File: src/hdl/sbl_pkg.sv
// Purpose: shared types and constants of the static memory byte lane mapper
// Assumes: four chip selects, 26-bit external address
// Notes: pins are active low, so idle values are all ones

package sbl_pkg;

    // ==========================================================
    // sizes
    localparam int NUM_CS = 4;
    localparam int CS_W = 2;
    localparam int ADDR_W = 26;
    localparam int ADDR_LO = 2;
    localparam int LANES = 4;

    // ==========================================================
    // idle and reset values of the pins
    localparam logic [NUM_CS-1:0] CS_IDLE = 4'hf;
    localparam logic [LANES-1:0] LANE_IDLE = 4'hf;
    localparam logic [LANES-1:0] LANE_ALL = 4'hf;
    localparam logic [ADDR_W-1:0] ADDR_RST = 26'h0000000;
    localparam logic PIN_IDLE = 1'b1;

    // ==========================================================
    // lane decode constants
    localparam logic [2:0] BYTES_1 = 3'h1;
    localparam logic [2:0] BYTES_2 = 3'h2;
    localparam logic [2:0] BYTES_4 = 3'h4;

    // ==========================================================
    // modes and carriers
    typedef enum logic [1:0] {SBL_W8, SBL_W16, SBL_W32} sbl_width_type;
    typedef enum logic {SBL_BYTE_SEL, SBL_BYTE_WR} sbl_bat_type;
    typedef enum logic [1:0] {SBL_SZ_BYTE, SBL_SZ_HALF, SBL_SZ_WORD} sbl_size_type;

    typedef struct packed {
        logic [CS_W-1:0] cs;
        logic write;
        sbl_size_type size;
        logic [ADDR_W-1:0] addr;
    } sbl_acc_type;

    typedef struct packed {
        logic csOn;
        logic rdOn;
        logic wrOn;
    } sbl_phase_type;

endpackage : sbl_pkg
File: src/hdl/sbl_lane_decode.sv
// Purpose: active byte lanes of one access from width, size and low address
// Assumes: accesses wider than the bus are split upstream
// Notes: purely combinational

`timescale 1ns/100ps

module sbl_lane_decode (
    // access description
    input wire sbl_pkg::sbl_width_type busWidth,
    input wire sbl_pkg::sbl_size_type accSize,
    input wire logic [1:0] addrLow,
    // result
    output logic [sbl_pkg::LANES-1:0] laneMask
);
    import sbl_pkg::*;

    logic [2:0] widthBytes;
    logic [2:0] sizeBytes;
    logic [2:0] loLane;
    logic [2:0] hiLane;

    // ==========================================================
    // lane window
    always_comb begin
        case (busWidth)
            SBL_W8: widthBytes = BYTES_1;
            SBL_W16: widthBytes = BYTES_2;
            default: widthBytes = BYTES_4;
        endcase
        case (accSize)
            SBL_SZ_BYTE: sizeBytes = BYTES_1;
            SBL_SZ_HALF: sizeBytes = BYTES_2;
            default: sizeBytes = BYTES_4;
        endcase
        // a transfer wider than the bus is one bus beat here
        if (sizeBytes > widthBytes) begin
            sizeBytes = widthBytes;
        end
        loLane = {1'b0, addrLow} & (widthBytes - BYTES_1) & ~(sizeBytes - BYTES_1);
        hiLane = 3'(loLane + sizeBytes - BYTES_1);
    end

    // lane selection
    for (genvar i = 0; i < LANES; i++) begin : g_lane
        assign laneMask[i] = (3'(i) < widthBytes) && (3'(i) >= loLane) && (3'(i) <= hiLane);
    end

endmodule : sbl_lane_decode

File: src/hdl/sbl_lane_mapper.sv
// Purpose: pin mapping of a static memory controller per chip select
// Assumes: strobe timing phases come from the controller core on clk_sys
// Notes: config inputs must be stable while their chip select is in use
//
// Overview of operation
// strobes and selects active low, wait low
// 26 address bits, 64 MB per select
// small devices wrap, surplus bits ignored
// significant address bits depend on width
// width chosen per chip select
// byte write or byte select per select
// 16-bit byte write: two strobes, one read
// 32-bit byte write: four strobes, one read
// byte select: lane selects, read, write enable
// 16-bit byte select uses selects 0,1
// 32-bit byte select uses four selects
// A0 unused 16-bit, A0/A1 unused 32-bit
// unused strobes or selects stay idle
// lane0 pin select or A0; write pin
// lane2 pin select/strobe or A1
// byte selects follow address timing
// byte strobes follow write enable timing
// only addressed lanes are asserted

`timescale 1ns/100ps

module sbl_lane_mapper (
    // clock and reset
    input wire logic clk_sys,
    input wire logic sys_rst,
    // per chip select configuration
    input wire sbl_pkg::sbl_width_type busWidth [sbl_pkg::NUM_CS],
    input wire sbl_pkg::sbl_bat_type byteAccessType [sbl_pkg::NUM_CS],
    // access and strobe phases from the core
    input wire logic accValid,
    input wire sbl_pkg::sbl_acc_type acc,
    input wire sbl_pkg::sbl_phase_type phase,
    // external pins
    input wire logic extWaitN,
    output logic [sbl_pkg::NUM_CS-1:0] chipSelN_r,
    output logic readStrobeN_r,
    output logic writePinN_r,
    output logic [sbl_pkg::LANES-1:0] lanePinN_r,
    output logic [sbl_pkg::ADDR_W-1:sbl_pkg::ADDR_LO] extAddr_r,
    // to the core
    output logic waitReq_r
);
    import sbl_pkg::*;

    sbl_acc_type held_r;
    sbl_acc_type held_nxt;
    sbl_acc_type cur;
    sbl_width_type curWidth;
    sbl_bat_type curBat;
    logic [LANES-1:0] laneMask;
    logic [NUM_CS-1:0] chipSelN_nxt;
    logic readStrobeN_nxt;
    logic writePinN_nxt;
    logic [LANES-1:0] lanePinN_nxt;
    logic [ADDR_W-1:ADDR_LO] extAddr_nxt;
    logic wrAct;
    logic byteWrMode;
    logic waitSync1_r;
    logic waitSync2_r;
    logic waitReq_nxt;

    // ==========================================================
    // current access: address and byte selects hold between accesses
    assign cur = accValid ? acc : held_r;
    // width per select
    assign curWidth = busWidth[cur.cs];
    assign curBat = byteAccessType[cur.cs];

    sbl_lane_decode u_decode (
        .busWidth(curWidth),
        .accSize(cur.size),
        .addrLow(cur.addr[1:0]),
        .laneMask(laneMask)
    );

    // ==========================================================
    // pin mapping
    always_comb begin
        held_nxt = cur;
        // byte write only exists above 8 bits
        byteWrMode = (curBat == SBL_BYTE_WR) && (curWidth != SBL_W8);
        wrAct = accValid && phase.wrOn && acc.write;
        // active low selects
        chipSelN_nxt = CS_IDLE;
        if (accValid && phase.csOn) begin
            chipSelN_nxt[acc.cs] = 1'b0;
        end
        // one shared read strobe
        readStrobeN_nxt = !(accValid && phase.rdOn && !acc.write);
        // full upper address, R3 wrap left to the device
        extAddr_nxt = cur.addr[ADDR_W-1:ADDR_LO];
        lanePinN_nxt = LANE_IDLE;
        writePinN_nxt = PIN_IDLE;
        if (byteWrMode) begin
            // one strobe per lane
            // byte strobes share the write enable phase
            for (int i = 0; i < LANES; i++) begin
                lanePinN_nxt[i] = !(wrAct && laneMask[i]);
            end
            // write pin is strobe 0 here
            writePinN_nxt = lanePinN_nxt[0];
            // no byte select function on lane0
            lanePinN_nxt[0] = PIN_IDLE;
        end else begin
            // byte selects with one write enable
            writePinN_nxt = !wrAct;
            // selects from lane 0 up
            // selects track the held address
            lanePinN_nxt = ~laneMask;
        end
        // low address on shared pins by width
        case (curWidth)
            SBL_W8: begin
                // lane0 carries A0
                lanePinN_nxt[0] = cur.addr[0];
                lanePinN_nxt[1] = PIN_IDLE;
                lanePinN_nxt[2] = cur.addr[1];
                lanePinN_nxt[3] = PIN_IDLE;
            end
            SBL_W16: begin
                // A0 unused, R15 lane2 carries A1
                lanePinN_nxt[2] = cur.addr[1];
                lanePinN_nxt[3] = PIN_IDLE;
            end
            default: begin
                // all four lanes keep their lane function
                lanePinN_nxt = lanePinN_nxt;
            end
        endcase
    end

    always_ff @(posedge clk_sys or posedge sys_rst) begin
        if (sys_rst) begin
            held_r <= '0;
            chipSelN_r <= CS_IDLE;
            readStrobeN_r <= PIN_IDLE;
            writePinN_r <= PIN_IDLE;
            lanePinN_r <= LANE_IDLE;
            extAddr_r <= ADDR_RST[ADDR_W-1:ADDR_LO];
        end else begin
            held_r <= held_nxt;
            chipSelN_r <= chipSelN_nxt;
            readStrobeN_r <= readStrobeN_nxt;
            writePinN_r <= writePinN_nxt;
            lanePinN_r <= lanePinN_nxt;
            extAddr_r <= extAddr_nxt;
        end
    end

    // ==========================================================
    // wait input: async pin, two flops before use
    always_comb begin
        // wait asserted when low
        waitReq_nxt = !waitSync2_r;
    end

    always_ff @(posedge clk_sys or posedge sys_rst) begin
        if (sys_rst) begin
            waitSync1_r <= PIN_IDLE;
            waitSync2_r <= PIN_IDLE;
            waitReq_r <= 1'b0;
        end else begin
            waitSync1_r <= extWaitN;
            waitSync2_r <= waitSync1_r;
            waitReq_r <= waitReq_nxt;
        end
    end
endmodule : sbl_lane_mapper

File: config.mk
export PLATFORM = sky130hd
export DESIGN_NAME = sbl_lane_mapper
export DESIGN_NICKNAME = d
export VERILOG_FILES = /design/src/hdl/sbl_pkg.sv /design/src/hdl/sbl_lane_decode.sv /design/src/hdl/sbl_lane_mapper.sv
export SDC_FILE = /design/constraint.sdc
export NUM_CORES = 1
export LEC_CHECK = 0
export BUFFER_PORTS_ARGS = -buffer_cell sky130_fd_sc_hd__buf_2
export CAP_MARGIN = 5
export CORE_UTILIZATION = 48
export DETAILED_ROUTE_END_ITERATION = 8
export GPL_TIMING_DRIVEN = 0
export PLACE_DENSITY_LB_ADDON = 0.25
export SLEW_MARGIN = 20
export SYNTH_ARGS = -nofsm -noshare
export SYNTH_HDL_FRONTEND = slang
export SYNTH_SLANG_ARGS = --single-unit
File: constraint.sdc
create_clock -name clk_sys -period 4.2 [get_ports clk_sys]
set_input_delay 1.05 -clock clk_sys [delete_from_list [all_inputs] [get_ports clk_sys]]
set_output_delay 1.05 -clock clk_sys [all_outputs]
set_load 0.02 [all_outputs]
==> results of run 1 <==
==> metrics by stage <==
step	setup WS [ps]	hold slack, ps	area [um^2]
final	101.4	359.8	3010
after global routing	-39.73	365.0	3010
after CTS	21.06	363.4	2930
after detailed placement	-497.5	352.3	2778
after global placement	-428.5	345.5	2758
after floorplan	-127.2	345.2	2277
==> area by class of cell <==
class                      count  area (um^2)  share of cell area [%]
inverter                      12        50.05                   1.663
tap                           52        65.06                   2.161
clock buffer                   7        96.34                   3.200
clock inverter                 1        7.507                  0.2494
timing repair buffer          92        495.5                   16.46
sequential                    43         1091                   36.24
multi-input combinational     94        993.5                   33.00
buffer                        28        211.5                   7.024
==> critical path, delay by kind of cell <==
kind | cells | cell delay [ps]
simple gates | 3 | 490
xor+xnor | 2 | 310
buf+inv | 4 | 420
mux | 2 | 670
compound gates | 3 | 600
fa+ha+maj | 3 | 770
==> synthesized netlist by cell type (3+ instances only) <==
| library cell | instances |
|---|---|
| nand3_1 | 6 |
| dfrtp_1 | 31 |
| nand2_1 | 8 |
| ha_1 | 6 |
| clkbuf_1 | 3 |
| inv_1 | 11 |
| xnor2_1 | 3 |
| dfstp_2 | 12 |
| nand3b_1 | 3 |
| buf_4 | 24 |
| mux2i_1 | 6 |
| nor2_1 | 8 |
| mux2_2 | 27 |
| nor3b_1 | 3 |
==> state kept, by name, indices dropped and copies added (netlist names) <==
signal / cells
waitSync2_r: 1
writePinN_r: 1
waitSync1_r: 1
chipSelN_r: 4
readStrobeN_r: 1
held_r: 29
extAddr_r: 1
lanePinN_r: 4
waitReq_r: 1
==> repair_timing <==
action	in CTS	in global routing
buffers inserted	5	3
hold endpoints to repair	0	0
setup endpoints to repair	3	3
resized for setup	2	10
pin swaps	3	6
==> per-layer routing <==
metal,vias up,part of all wire (%)
met4,0,1.8
met3,6,6.5
met1,728,44
met5,-,0
met2,63,48
li1,786,-
==> final timing paths <==
kind                            slack [ps]                       to
worst max-delay path                   100  lanePinN_r[1]$_DFF_PP1_
worst min-delay path                   360    waitSync2_r$_DFF_PP1_
worst max register to register         650  lanePinN_r[1]$_DFF_PP1_
worst min register to register         360    waitSync2_r$_DFF_PP1_
max in group asynchronous             2920    waitSync1_r$_DFF_PP1_
min in group asynchronous              740   held_r[11]$_DFFE_PP0P_
==> kinds of logic (layout without fill, tap and decap cells) <==
| kind of cell | after synthesis | after routing | share of synthesized area [%] |
|---|---|---|---|
| flops | 43 | 43 | 49.86 |
| mux | 37 | 37 | 20.75 |
| simple gates | 33 | 33 | 7.604 |
| xor+xnor | 3 | 3 | 1.201 |
| buf+inv | 40 | 140 | 11.32 |
| fa+ha+maj | 6 | 6 | 3.430 |
| compound gates | 15 | 15 | 5.833 |
==> power groups by stage <==
stage	combinational (mW)	clock, mW	sequential (mW)
floorplan	0.302	0	0.519
CTS	0.453	0.293	0.490
global route	0.534	0.312	0.495
global placement	0.419	0	0.495
finish	0.493	0.284	0.489
detailed placement	0.431	0	0.498
==> summary by stage, run 1 <==
Job
The max capacitance violation total is 0.

Power
The sequential share of power is 38.7%. The internal power component is between 800 and 900 uW. The post-route total power is about 1.3 mW. The switching fraction of total power is 30.99%. The clock network is responsible for 22.4% of the overall power.

The logic gate share of total power is 38.9%. The highest ir drop seen on vdd is 253.8 uV. Dividing total power by cell area gives a power density of 420.4 nW/um^2. For this design the static power due to leakage is 1.445 nW.

The reported net switching power is 392.3 uW.

Clocking
The clock net in this run drives a total of 43 sinks. TritonCTS built the clock tree. For this design, the CTS-stage hold fixing added 0 buffers. The library cell used as clock root buffer is clkbuf_8. The maximum clock insertion buffer count is 2. The clock-pin transition on the worst setup and hold timing paths is ~80 ps. The number of clock buffers added by TritonCTS is 5.

CTS built an H-tree with a depth of 2. Clock latency on the worst-skew pair, taken at its later pin, is roughly 290 ps.

Yosys
The post-synthesis sequential element count is 43. The count of flip-flops with a built-in enable after synthesis is 0. In this run, distinct cell masters in the synthesized netlist total 34. In this run the biggest area consumer among cell types represents a little over a third of the synthesized area.

A synthesized cell averages roughly 12 um^2. Sorting the synthesized cells by area gives the leading types as dfrtp_1 35%, dfstp_2 14%, mux2_2 14%, buf_4 8.2%, ha_1 3.4%. The net count after synthesis is 233. For this run, the leading register cell type out of synthesis is dfrtp_1. Synthesis produced approximately 180 cells. The summed instance area of the synthesized netlist is 2188 um^2. The proportion of synthesized flip-flops having asynchronous set or reset is 100.0%. The share of the Yosys chip area taken by registers is 49.86%. The library cell occupying the most area in the post-synthesis netlist is dfrtp_1. During synthesis, Yosys emitted a total of 0 warnings.

Global route
The pin count of the biggest net entering global routing is 27. The global-route total usage across every layer is 18.79%. met2 is the most crowded layer. The global routing usage on met2 is a little under a third. The global routing usage on met3 is between 5 and 6%. Summed over all layers, the global routing overflow is 0. The met1 routing resource usage after global routing is 24.61%. The global-route wire length before repair is slightly above 7000 um. The initial antenna violation count is 0.

The via count of the first global-routing pass is 1575.

Route
The first routing iteration left between 70 and 80 violations. The post-detailed-route DRC marker count is 0. Dividing the detail-routed via count by the number of cells gives 4.812. The detail route stage leaves a number of antenna-violating nets equal to 0.

The routed length per placed instance is ~13 um. Summed over all layers, the routed wires come to roughly 4200 um. The first detailed-routing pass ran for 4 iterations. The routed layout has 1583 vias.

Critical path
The required time at the endpoint of the critical path is 4410 ps. The arrival time at the worst endpoint is 4310 ps. The number of cells traversed by the worst register-to-register path is 16. Walking the worst path, the cells encountered are buf_12 > mux2i_4 > inv_4 > nor3b_4 > o31ai_4 > buf_4 > ha_1 > nand3b_1 > a32oi_4 > mux2_4 > ha_4 > inv_2 > ha_4 > xnor2_4 > xnor2_2 > nand3_1 > o2111ai_1. The critical-path cell with the highest stage delay is ha_1.

The most critical setup path has its startpoint at accValid. The library cell appearing most often on the critical path is ha_4. STA classifies the critical path endpoint as a flop. The largest single stage delay on the critical path is 350 ps.

The launching element type of the critical path is an input pin. The worst register-to-register path begins at held_r[30]$_DFF_PP0_. The type of the worst setup path is input pin to flop. Of all nets on the critical path, the largest fanout is 8.

Floorplanning
The floorplan step defined a core boundary enclosing about 4400 um^2. The initial utilization of the core area, before any placement, comes to 50.26%. In this run the horizontal extent of the chip is 69.52 um. Pin placement for this block handled between 80 and 90 I/O pins. The die covers 4833 um^2. Row generation in the floorplan step produced 24 rows. The die boundary height is 69.52 um.

Layout
The total number of nets in the final design is 332. The commonest non-fill, non-tap cell in the layout is buf_2. Once layout is complete, the utilization of the core stands at 69.14%. Leaving out fill and tap cells, the most frequent cells in the layout are 83 x buf_2, 32 x buf_4, 31 x dfrtp_1. The share of final-layout standard cells stronger than drive strength 1 is 67.87%.

The count of inserted antenna diode cells is 0. The layout overhead on the synthesized area is 37.56%. The layout filler cell count is 340.

The count of non-filler cells in the finished layout is 329.

STA
The top achievable clock speed is 0.2440 GHz. The total negative slack for setup checks is 0 ps. Setup violations remaining at the end of the flow were counted as 0. The maximum clock skew at final layout is ~4.5 ps. Measured against its own limit, the worst slew margin works out to approximately two thirds.

The clock period minus final worst setup slack is 4099 ps. For the pin with the worst max-slew slack, the measured transition is between 400 and 500 ps. The number of endpoints with negative hold slack in the final report is 0. In the finished design, the share of the clock period the worst path needs comes to a little over nine tenths. The final count of pins violating max slew came to 0.

Placement
The half-perimeter wire length after placement is between 3000 and 4000 um. The count of buffers added on input and output ports is 83. The number of placed instances, taps included is 313. The final RePlAce weighted congestion is 0.7719.

Hold path
The hold path startpoint is waitSync1_r$_DFF_PP1_. The instance count along the most critical hold path is 0. The path class of the lowest-slack min-delay path is flop to flop.

Run status
The flow ran to the end, and the final reports show no timing, DRC or antenna violations.
Note: power is estimated with default switching activity, not from simulation.
==> run 2: changes to the inputs <==
--- a/config.mk
+++ b/config.mk
@@ -7,6 +7,7 @@
 export LEC_CHECK = 0
-export BUFFER_PORTS_ARGS = -buffer_cell sky130_fd_sc_hd__buf_2
 export CAP_MARGIN = 5
-export CORE_UTILIZATION = 48
+export CORE_UTILIZATION = 60
+export CTS_CLUSTER_SIZE = 25
 export DETAILED_ROUTE_END_ITERATION = 8
+export DONT_BUFFER_PORTS = 1
 export GPL_TIMING_DRIVEN = 0
--- a/constraint.sdc
+++ b/constraint.sdc
@@ -3,2 +3,2 @@
 set_output_delay 1.05 -clock clk_sys [all_outputs]
-set_load 0.02 [all_outputs]
+set_load 0.1 [all_outputs]
==> summary by stage, run 2 (synthesis results as in run 1) <==
Critical path
The maximum fanout encountered on the critical timing path came to 8 (unchanged). The required time at the endpoint of the critical path is 4450 ps (was 4410 ps). The worst reg2reg path startpoint is held_r[30]$_DFF_PP0_ (unchanged). The library cell appearing most often on the critical path was ha_4 (unchanged).

The critical-path cell with the highest stage delay is mux2_4 (was ha_1). The arrival time at the worst endpoint was 4380 ps (was 4310 ps). The origin of the worst setup path was accValid (unchanged). Ordered cell list for the critical path: buf_12 > mux2i_4 > nor3b_1 > o31ai_4 > ha_4 > inv_4 > ha_4 > nand3b_1 > a32oi_4 > mux2_4 > ha_4 > inv_2 > ha_4 > xnor2_4 > xnor2_1 > nor2_1 > o21ai_1 > o221ai_1 (was buf_12 > mux2i_4 > inv_4 > nor3b_4 > o31ai_4 > buf_4 > ha_1 > nand3b_1 > a32oi_4 > mux2_4 > ha_4 > inv_2 > ha_4 > xnor2_4 > xnor2_2 > nand3_1 > o2111ai_1). The launching element type of the critical path is an input pin (unchanged). The family with the most delay on the worst path is compound AO/OA/AOI/OAI gates (was adder cells). The critical path capture point type was a flop (unchanged).

The delay contributed by the slowest stage of the critical path is 340 ps (was 350 ps). The type of the worst setup path is input pin to flop (unchanged). The critical path buffer and inverter count is 3 (was 4).

Layout
The count of inserted antenna diode cells is 0 (unchanged). The final non-filler cell area was 2511 um^2 (was 3010 um^2). The flip-flop and latch area is 1091 um^2 (unchanged). The final core area utilization was 73.52% (was 69.14%). The total number of nets in the final design is 247 (was 332). The layout filler cell count is 248 (was 340). The share of final-layout standard cells stronger than drive strength 1 is 52.60% (was 67.87%). Largest regs: held_r: 29 flops, chipSelN_r: 4 flops, lanePinN_r: 4 flops (unchanged). The number of flip-flops under the largest register name is 29 (unchanged). The commonest non-fill, non-tap cell in the layout is dfrtp_1 (was buf_2). The area of the multi-input gates is 988.4 um^2 (was 993.5 um^2). The layout overhead on the synthesized area is 14.75% (was 37.56%).

Leading cell types in the layout, fill and taps excluded: 31 x dfrtp_1, 30 x buf_4, 25 x mux2_2 (was 83 x buf_2, 32 x buf_4, 31 x dfrtp_1). The register ranked first by flip-flop count is held_r (unchanged).

Floorplanning
The number of I/O pins is 85 (unchanged). The die boundary height came to 62.39 um (was 69.52 um). The number of cell rows is 21 (was 24). The area of the die is 3893 um^2 (was 4833 um^2). The standard cell core area was 3416 um^2 (was 4354 um^2). The die extent in x was 62.39 um (was 69.52 um). The initial core utilization is 64.07% (was 50.26%).

Placement
The half-perimeter wire length after placement came to 2941 um (was 3224 um). The cell area after placement is 2355 um^2 (was 2778 um^2). The number of input and output port buffers inserted is 0 (was 83). The post-placement setup slack came to -474.0 ps (was -497.5 ps). The final RePlAce weighted congestion is 0.8495 (was 0.7719).

Power
The power density normalized to cell area is 544.9 nW/um^2 (was 420.4 nW/um^2). The highest ir drop seen on vdd is 334.3 uV (was 253.8 uV). The internal power component came to 755.5 uW (was 873.3 uW).

The sequential share of power is 45.7% (was 38.7%). The leakage component of the power was 1.095 nW (was 1.445 nW). The switching fraction of total power came to 44.79% (was 30.99%).

The clock share of power is 13.3% (was 22.4%). The reported net switching power came to 612.9 uW (was 392.3 uW). The logic gate share of total power is 41.0% (was 38.9%).

Global route
The global-route total usage across every layer was 21.09% (was 18.79%). The aggregate global routing overflow came to 0 (unchanged). The initial antenna violation count is 0 (unchanged).

The global-route wire length before repair was 6230 um (was 7148 um). The via count of the first global-routing pass is 1315 (was 1575). The pin count of the biggest net entering global routing came to 35 (was 27).

STA
The worst slew slack as a fraction of its limit is 42.75% (was 66.70%). The final worst setup slack was 72.77 ps (was 101.4 ps). The maximum clock skew at final layout is 4.727 ps (was 4.499 ps). The clock period minus final worst setup slack is 4127 ps (was 4099 ps).

The total negative slack for setup checks was 0 ps (unchanged). The slew at the pin closest to its max-slew limit was 859.3 ps (was 499.6 ps). The ratio of final minimum period to clock period is 98.27% (was 97.59%).

The total setup violations reported at the end of the flow was 0 (unchanged). The top achievable clock speed is 0.2423 GHz (was 0.2440 GHz). The final count of pins violating max slew is 0 (unchanged). The number of endpoints with negative hold slack in the final report is 0 (unchanged).

Route
The length of routed wiring on met1 is 1479 um (was 1851 um). The detailed-routing iteration count for the pre-antenna-repair pass was 4 (unchanged). The number of nets with antenna violations after detailed routing is 0 (unchanged). The wire length reported by the detailed router is 3887 um (was 4218 um).

The post-detailed-route DRC marker count was 0 (unchanged). The met3 wire length is 303 um (was 276 um). The post-detailed-route via-to-cell ratio was 5.525 (was 4.812).

The routed length per placed instance is 16.33 um (was 12.82 um). The uppermost signal routing layer after detailed routing is met4 (unchanged). The iteration-0 DRC count of the detailed router is 61 (was 71). The total met2 wirelength after detailed routing is 2038 um (was 2014 um). The total vias in the final route is 1315 (was 1583).

Job
The max capacitance violation total is 0 (unchanged).

Clocking
The library cell used as clock root buffer is clkbuf_4 (was clkbuf_8). The clock-pin transition on the worst setup and hold timing paths came to 110 ps (was 80 ps). The clock sink count is 43 (unchanged).

The insertion delay of the later-clocked pin in the worst-skew pair is 340 ps (was 290 ps). The TritonCTS clock tree is built (unchanged). The number of buffers inserted during clock tree synthesis is 5 (unchanged). The maximum clock insertion buffer count is 2 (unchanged). The maximum level of the CTS H-tree came to 2 (unchanged).

Hold path
The hold path startpoint was waitSync1_r$_DFF_PP1_ (unchanged). The path class of the lowest-slack min-delay path is flop to flop (unchanged).

Run status
Run status: finished, final reports clean (unchanged).
[run 2: power by group through the flow]
stage	logic, mW	clock network [mW]	registers, mW
floorplan	0.449	0	0.627
global placement	0.480	0	0.631
detailed placement	0.493	0	0.634
CTS	0.509	0.189	0.626
global route	0.593	0.204	0.630
finish	0.561	0.182	0.625
[run 2: final cells by class]
type	instances	share of cell area [%]
clock buffers	7	1.794
plain buffers	28	8.421
flip-flops and latches	43	43.45
repair buffers	7	2.591
inverters	12	1.893
clock inverters	1	0.1993
well taps	46	2.292
multi-input cells	94	39.36
[run 2: final timing paths]
check / end / slack (ps) / cells after the start
setup / recovery: lanePinN_r[2]$_DFF_PP1_ / 70 / 18
hold / removal: waitSync2_r$_DFF_PP1_ / 360 / 0
setup reg to reg: lanePinN_r[2]$_DFF_PP1_ / 560 / 17
hold reg to reg: waitSync2_r$_DFF_PP1_ / 360 / 0
max in group asynchronous: waitSync1_r$_DFF_PP1_ / 3210 / 2
min in group asynchronous: held_r[5]$_DFFE_PP0P_ / 490 / 1
[run 2: timing repair]
action / CTS / global route
hold buffers: 0 / 0
hold endpoints to repair: 0 / 0
cloned: 0 / 0
pin swaps: 1 / 6
setup buffers: 1 / 5
setup endpoints to repair: 2 / 2
resized for setup: 2 / 8
[run 2: per-layer routing]
metal	GRT usage (%)	vias up
met4	7.849	0
met2	36.81	67
met1	23.82	628
met3	7.299	8
li1	-	612
met5	0	-
[run 2: per-stage QoR]
stage	hold WS (ps)	power [mW]	std cells
floorplan	345.2	1.076	177
global placement	346.6	1.112	223
detailed placement	346.8	1.126	224
CTS	364.0	1.324	233
global route	381.8	1.427	238
finish	363.7	1.368	238
